<file path="config.mk">
export PLATFORM = sky130hd
export DESIGN_NAME = fosp_top
export DESIGN_NICKNAME = d
export VERILOG_FILES = /design/src/hdl/fosp_keymem.v /design/src/hdl/fosp_top.v
export VERILOG_INCLUDE_DIRS = /design/src /design/src/hdl
export SDC_FILE = /design/constraint.sdc
export NUM_CORES = 1
export LEC_CHECK = 0
export BUFFER_PORTS_ARGS = -buffer_cell sky130_fd_sc_hd__buf_2
export CAP_MARGIN = 20
export CORE_ASPECT_RATIO = 1.1
export CORE_UTILIZATION = 55
export CTS_CLUSTER_DIAMETER = 30
export DETAILED_ROUTE_END_ITERATION = 6
export GPL_TIMING_DRIVEN = 0
export PLACE_DENSITY = 0.91
export SYNTH_ARGS = -nofsm -noshare
export SYNTH_HDL_FRONTEND = slang
export SYNTH_SLANG_ARGS = --single-unit
</file>
<file path="constraint.sdc">
create_clock -name clk_i -period 7.7 [get_ports clk_i]
set_clock_uncertainty 0.1 [all_clocks]
set_input_delay 1.54 -clock clk_i [delete_from_list [all_inputs] [get_ports clk_i]]
set_output_delay 1.54 -clock clk_i [all_outputs]
set_load 0.01 [all_outputs]
</file>
<file path="src/hdl/fosp_consts.vh">
`ifndef FOSP_CONSTS_VH
`define FOSP_CONSTS_VH

`define FOSP_ADR_OPTION 6'h00
`define FOSP_ADR_CONFIG 6'h04
`define FOSP_ADR_PROT 6'h08
`define FOSP_ADR_STATUS 6'h0C

`define FOSP_OPT_BACKDOOR_KEY_ENABLE 7
`define FOSP_OPT_NORED 6
`define FOSP_OPT_MASK 8'hC3
`define FOSP_CFG_KEYWE 5
`define FOSP_CFG_MASK 8'h20
`define FOSP_CFG_RESET 8'h00
`define FOSP_PROT_DIS 0

`define FOSP_ST_UNSEC 0
`define FOSP_ST_VIOL 1
`define FOSP_ST_BUSY 2

`define FOSP_SEC_UNSECURED 2'h2
`define FOSP_KEY_BASE 16'hFFB0
`define FOSP_KEY_BYTES 4'h8
`define FOSP_PAGE_LOW 9'h1FF

`endif

</file>
<file path="src/hdl/fosp_keymem.v">
`timescale 1ns/1ps
module fosp_keymem #(
   parameter W = 8,
   parameter AW = 3
) (
   input wire clk_i,
   input wire we_i,
   input wire [AW-1:0] waddr_i,
   input wire [W-1:0] wdata_i,
   input wire [AW-1:0] raddr_i,
   output reg [W-1:0] rdata_o
);
   reg [W-1:0] mem [0:(1<<AW)-1];

   always @(posedge clk_i) begin
      if (we_i) begin
         mem[waddr_i] <= wdata_i;
      end
      rdata_o <= mem[raddr_i];
   end
endmodule

</file>
<file path="src/hdl/fosp_top.v">
`timescale 1ns/1ps
`include "fosp_consts.vh"
module fosp_top (
   input wire clk_i,
   input wire rst_i,
   input wire wb_cyc_i,
   input wire wb_stb_i,
   input wire wb_we_i,
   input wire [5:0] wb_adr_i,
   input wire [3:0] wb_sel_i,
   input wire [31:0] wb_dat_i,
   input wire wb_dbg_i,
   output reg [31:0] wb_dat_o,
   output reg wb_ack_o,
   input wire [7:0] nv_option_byte_i,
   input wire [7:0] nv_protection_byte_i,
   input wire [63:0] stored_backdoor_key_i,
   input wire flash_wr_i,
   input wire flash_wr_dbg_i,
   input wire [15:0] flash_addr_i,
   input wire [7:0] flash_data_i,
   input wire blank_ok_i,
   output reg cmd_start_o,
   output reg [15:0] cmd_addr_o,
   output reg [7:0] cmd_data_o,
   output reg secure_o,
   output reg dbg_mem_block_o,
   output reg vector_redirect_en_o,
   output reg protection_violation_flag_o
);
   localparam ST_IDLE = 2'h0;
   localparam ST_READ = 2'h1;
   localparam ST_CHECK = 2'h2;

   reg [7:0] option_shadow_reg_q;
   reg [7:0] flash_config_reg_q;
   reg [7:0] protection_shadow_reg_q;
   reg [1:0] security_code_q;
   reg viol_q;
   reg [3:0] key_cnt_q;
   reg key_bad_q;
   reg [1:0] state_q;
   reg [1:0] state_d;
   reg [2:0] idx_q;
   reg [2:0] idx_d;
   reg key_hit;
   reg unsec_d;
   reg [31:0] rdata;
   reg [7:0] prot_new;
   reg prot_ok;

   wire [7:0] key_rdata;
   wire wb_req = wb_cyc_i & wb_stb_i & ~wb_ack_o;
   wire wb_wr = wb_req & wb_we_i & wb_sel_i[0];
   wire wr_cfg = wb_wr & (wb_adr_i == `FOSP_ADR_CONFIG);
   wire wr_prot = wb_wr & (wb_adr_i == `FOSP_ADR_PROT);
   wire wr_stat = wb_wr & (wb_adr_i == `FOSP_ADR_STATUS);
   wire key_we_en = flash_config_reg_q[`FOSP_CFG_KEYWE];
   wire prot_dis = protection_shadow_reg_q[`FOSP_PROT_DIS];
   wire [6:0] prot_sel = protection_shadow_reg_q[7:1];
   wire in_key = (flash_addr_i[15:3] == `FOSP_KEY_BASE >> 3);
   // debug key writes fall through to nothing, not to a command start
   wire key_wr = flash_wr_i & in_key & key_we_en;
   wire key_take = key_wr & ~flash_wr_dbg_i;
   wire cmd_req = flash_wr_i & ~(in_key & key_we_en);
   // protection covers everything above the end of unprotected flash
   wire is_prot = ~prot_dis & (flash_addr_i > {prot_sel, `FOSP_PAGE_LOW});
   wire [7:0] cfg_wval = wb_dat_i[7:0] & `FOSP_CFG_MASK;
   wire keywe_fall = wr_cfg & key_we_en & ~cfg_wval[`FOSP_CFG_KEYWE];
   wire cmp_go = keywe_fall & (key_cnt_q == `FOSP_KEY_BYTES) & ~key_bad_q &
      option_shadow_reg_q[`FOSP_OPT_BACKDOOR_KEY_ENABLE];

   fosp_keymem #(
      .W(8),
      .AW(3)
   ) u_keymem (
      .clk_i(clk_i),
      .we_i(key_take),
      .waddr_i(flash_addr_i[2:0]),
      .wdata_i(flash_data_i),
      .raddr_i(idx_q),
      .rdata_o(key_rdata)
   );

   // protection write acceptance
   always @* begin
      prot_new = wb_dat_i[7:0];
      prot_ok = 1'b0;
      if (wb_dbg_i | prot_dis) begin
         prot_ok = 1'b1;
      end else if (~prot_new[`FOSP_PROT_DIS] &&
                   prot_new[7:1] <= prot_sel) begin
         prot_ok = 1'b1;
      end
      // any other write would shrink the region
      if (~prot_ok) begin
         prot_new = protection_shadow_reg_q;
      end
   end

   // key comparison walks the buffered bytes in order
   always @* begin
      state_d = state_q;
      idx_d = idx_q;
      unsec_d = 1'b0;
      key_hit = (key_rdata == stored_backdoor_key_i[idx_q*8 +: 8]);
      case (state_q)
         ST_IDLE: begin
            if (cmp_go) begin
               idx_d = 3'h0;
               state_d = ST_READ;
            end
         end
         ST_READ: begin
            state_d = ST_CHECK;
         end
         ST_CHECK: begin
            if (~key_hit) begin
               state_d = ST_IDLE;
            end else if (idx_q == 3'h7) begin
               unsec_d = 1'b1;
               state_d = ST_IDLE;
            end else begin
               idx_d = idx_q + 3'h1;
               state_d = ST_READ;
            end
         end
         default: begin
            state_d = ST_IDLE;
         end
      endcase
   end

   always @* begin
      rdata = 32'h0000_0000;
      case (wb_adr_i)
         `FOSP_ADR_OPTION: begin
            rdata[7:0] = {option_shadow_reg_q[7:2], security_code_q};
         end
         `FOSP_ADR_CONFIG: begin
            rdata[7:0] = flash_config_reg_q;
         end
         `FOSP_ADR_PROT: begin
            rdata[7:0] = protection_shadow_reg_q;
         end
         `FOSP_ADR_STATUS: begin
            rdata[`FOSP_ST_UNSEC] = (security_code_q == `FOSP_SEC_UNSECURED);
            rdata[`FOSP_ST_VIOL] = viol_q;
            rdata[`FOSP_ST_BUSY] = (state_q != ST_IDLE);
         end
         default: begin
            rdata = 32'h0000_0000;
         end
      endcase
   end

   // wishbone: one wait state, ack for one cycle, unmapped reads give zero
   always @(posedge clk_i) begin
      if (rst_i) begin
         wb_ack_o <= 1'b0;
         wb_dat_o <= 32'h0000_0000;
      end else begin
         wb_ack_o <= wb_req;
         if (wb_req) begin
            wb_dat_o <= rdata;
         end
      end
   end

   always @(posedge clk_i) begin
      if (rst_i) begin
         option_shadow_reg_q <= nv_option_byte_i & `FOSP_OPT_MASK;
         security_code_q <= nv_option_byte_i[1:0];
         protection_shadow_reg_q <= nv_protection_byte_i;
         flash_config_reg_q <= `FOSP_CFG_RESET;
      end else begin
         if (wr_cfg) begin
            flash_config_reg_q <= cfg_wval;
         end
         if (wr_prot) begin
            protection_shadow_reg_q <= prot_new;
         end
         if (unsec_d | blank_ok_i) begin
            security_code_q <= `FOSP_SEC_UNSECURED;
         end
      end
   end

   // key byte bookkeeping; bytes must arrive in address order
   always @(posedge clk_i) begin
      if (rst_i) begin
         key_cnt_q <= 4'h0;
         key_bad_q <= 1'b0;
      end else if (keywe_fall) begin
         key_cnt_q <= 4'h0;
         key_bad_q <= 1'b0;
      end else if (key_take) begin
         if (key_cnt_q == `FOSP_KEY_BYTES ||
             {1'b0, flash_addr_i[2:0]} != key_cnt_q) begin
            key_bad_q <= 1'b1;
         end else begin
            key_cnt_q <= key_cnt_q + 4'h1;
         end
      end
   end

   always @(posedge clk_i) begin
      if (rst_i) begin
         state_q <= ST_IDLE;
         idx_q <= 3'h0;
      end else begin
         state_q <= state_d;
         idx_q <= idx_d;
      end
   end

   // violation flag: set wins over a same-cycle write-one clear
   always @(posedge clk_i) begin
      if (rst_i) begin
         viol_q <= 1'b0;
      end else if (cmd_req & is_prot) begin
         viol_q <= 1'b1;
      end else if (wr_stat & wb_dat_i[`FOSP_ST_VIOL]) begin
         viol_q <= 1'b0;
      end
   end

   always @(posedge clk_i) begin
      if (rst_i) begin
         cmd_start_o <= 1'b0;
         cmd_addr_o <= 16'h0000;
         cmd_data_o <= 8'h00;
      end else begin
         cmd_start_o <= cmd_req & ~is_prot;
         if (cmd_req) begin
            cmd_addr_o <= flash_addr_i;
            cmd_data_o <= flash_data_i;
         end
      end
   end

   always @(posedge clk_i) begin
      if (rst_i) begin
         secure_o <= 1'b1;
         dbg_mem_block_o <= 1'b1;
         vector_redirect_en_o <= 1'b0;
         protection_violation_flag_o <= 1'b0;
      end else begin
         secure_o <= (security_code_q != `FOSP_SEC_UNSECURED);
         dbg_mem_block_o <= (security_code_q != `FOSP_SEC_UNSECURED);
         vector_redirect_en_o <= ~option_shadow_reg_q[`FOSP_OPT_NORED];
         protection_violation_flag_o <= viol_q;
      end
   end
endmodule

</file>
==> flow_summary.yaml <==
hold_path:
  hp-class: "reg -> reg"
power:
  total_power_mw: 1.80
  ir_drop_mv: 0.237
  power.leakage_nw: 3.36
  power_density_nw_per_um2: 222
floorplan:
  die-area_um2: 12000
  die_y_um: 115
  rows: 40
  die_x_um: 105
  core_area_um2: 11100
  start_util: 0.574
  io_pins: 217
place:
  gp_congestion: 0.912
  post-dp-hpwl_um: 11300
  port_buffers: 158
  placed_area_um2: 7450
clocking:
  post-cts-setup-buffers: 0
  numCtsBuffers: 17
  clock_latency_ps: 420
  cts_resized: 0
  path_clk_slew_ps: 60
  cts_root_buffer: "clkbuf_16"
  cts_tree: "done"
  htree_levels: 4
  holdBufCountCts: 0
  max-clock-path-buffers: 2
  clock_sinks: 133
drt:
  drcViolationCount: 0
  num_vias: 4994
  routed_wl_um: 15500
  via_per_inst: 5.62
  ant_nets: 0
  first_pass_iters: 6
  wl_per_cell_um: 17.4
  drt-initial-drc-count: 415
synth:
  seq_area_frac_synth: 0.537
  synthFlopType: "edfxtp_1"
  synth-edff-count: 76
  yosys_warnings: 0
  syn_area_um2: 6370
  yosysUniqueCellTypes: 56
  async_reset_ff_frac: 0
  avgSynthCellArea_um2: 12.1
  synth_seq_cells: 133
  synthCells: 526
layout:
  finalNetCount: 902
  fillerInstances: 722
  syn_to_final_growth_pct: 27.2
  drive_above_1_share: 0.368
  antennaDiodeCount: 0
  final_area_um2: 8110
timing:
  fmax_mhz: 268
  min_period_ps: 3730
  slew_headroom: 0.426
  maxSlewViolCount: 0
  final.setup.tns_ps: 0
  hold_violations: 0
  hold-worst-slack_ps: 346
  tightest_slew_ps: 858
  rsz0062_at_grt: "no"
  setup_viol: 0
  fin_crit_sh: 0.485
setup_path:
  required_ps: 7720
  critPathKind: "in -> reg"
  worstPathCellList: "buf_2 > or4_4 > nor2_1 > nand2_1 > nor3_1 > nand2_1 > o21ai_0 > clkbuf_2"
  crit_arrival_ps: 3750
  critPathCaptureType: "flip-flop"
  max_stage_delay_ps: 560
  path_max_fanout: 5
  cpMaxStageDelayCell: "or4_4"
  startpoint_type: "input pin"
  cpMostUsedCell: "nand2_1"
grt:
  grt_antenna_before_repair: 0
  grt_first_pass_wirelength_um: 24200
  grt_max_degree: 17
  grt-ovfl-total: 0
  grt_pass1_vias: 5052
  grt_usage: 0.265
job:
  drv_cap: 0
outcome:
  status: "finished, final reports clean"
-- final cells by class --
type	instances	area, um2	area share
Tap cell	147	184	0.0227
Inverter	14	52.6	0.00648
Timing Repair Buffer	161	811	0.100
Clock inverter	12	163	0.0201
Sequential cell	133	3420	0.422
Buffer	55	354	0.0437
Multi-Input combinational cell	347	2630	0.324
Clock buffer	20	489	0.0603
-- layout by cell type (no fill, tap or decap), drive strengths merged, types with 4 or more instances in the layout --
cell,Yosys,routed
inv,14,17
buf,36,196
nand2,65,65
nor2b,6,6
edfxtp,76,76
dfxtp,57,57
clkbuf,19,40
o21ai,10,10
mux4,24,24
mux2,19,19
conb,1,24
xor2,7,7
clkinv,0,4
nand3,6,6
nor4,5,5
o21a,5,5
nand4,8,8
mux2i,22,22
nand2b,7,7
a22oi,7,7
nor3,6,6
a21oi,37,37
ha,18,18
nor2,31,31
-- where the power goes --
| part | leakage (nW) | switching [mW] | internal, mW | total, mW |
|---|---|---|---|---|
| logic | 1.89 | 0.0787 | 0.0698 | 0.148 |
| registers | 1.16 | 0.0101 | 0.766 | 0.776 |
| clock network | 0.314 | 0.313 | 0.561 | 0.874 |
-- worst max-delay path: cells and delay by family --
family	cells	cell delay [ps]
simple gates	5	1330
compound gates	1	490
buf+inv	2	390
-- per-stage QoR --
stage,util,instances,setup slack (ps)
finish,0.730,889,3970
global placement,0.669,854,3480
global route,0.730,889,3920
floorplan,-,549,3860
detailed placement,0.670,856,3390
CTS,0.729,888,3790
-- logic make-up after synthesis --
logic type	synth area share
other cells	0.000588
mux	0.155
flops	0.537
fa+ha+maj	0.0353
compound gates	0.0734
xor+xnor	0.0124
simple gates	0.123
buf+inv	0.0638
-- metal layers --
| metal | track usage | wire [um] | up-vias |
|---|---|---|---|
| met5 | 0 | 0 | - |
| met4 | 0.138 | 518 | 0 |
| met3 | 0.0760 | 1230 | 55 |
| met2 | 0.461 | 7740 | 300 |
| met1 | 0.301 | 6010 | 2357 |
| li1 | - | - | 2282 |
-- flip-flops by register name, indices dropped and copies added, names as in the netlist, 2 cells and up --
name	flops
protection_shadow_reg_q	8
security_code_q	2
cmd_addr_o	16
cmd_data_o	8
option_shadow_reg_q	2
u_keymem.rdata_o	8
u_keymem.mem	64
key_cnt_q	4
wb_dat_o	8
state_q	2
idx_q	3
-- cell usage after synthesis, types with 2 or more instances --
library cell	number	area, um2
nor3b_1	2	15.0
nand3_1	6	30.0
nand2b_1	7	43.8
mux4_1	3	78.8
nand4_1	8	50.1
xnor2_1	2	17.5
mux4_2	21	473
and3_1	2	12.5
a32o_2	2	22.5
mux2i_1	22	220
buf_2	3	15.0
o21a_1	5	37.5
clkbuf_1	19	71.3
buf_1	3	11.3
nor4_1	4	25.0
nand4b_1	2	17.5
nand3b_1	2	15.0
a21o_1	3	22.5
xor2_1	7	61.3
nor3_1	6	30.0
o22ai_1	2	12.5
edfxtp_1	76	2280
or3_1	3	18.8
buf_6	3	33.8
ha_1	18	225
a21oi_1	37	185
nor2b_1	6	37.5
o21ai_0	10	50.1
dfxtp_1	57	1140
and2_1	3	18.8
inv_1	14	52.6
mux2_2	19	214
nor2_1	31	116
a22o_1	2	17.5
buf_4	25	188
a22oi_1	7	52.6
nand2_1	65	244
-- worst paths after layout --
| kind | start | to | slack, ps | cells after the start |
|---|---|---|---|---|
| max | wb_adr_i[1] | protection_shadow_reg_q[0] | 3970 | 8 |
| min | option_shadow_reg_q[6] | vector_redirect_en_o | 350 | 1 |
| max reg2reg | protection_shadow_reg_q[2] | protection_shadow_reg_q[0] | 4770 | 10 |
| min reg2reg | option_shadow_reg_q[6] | vector_redirect_en_o | 350 | 1 |
Note: power is estimated with default switching activity, not from simulation.
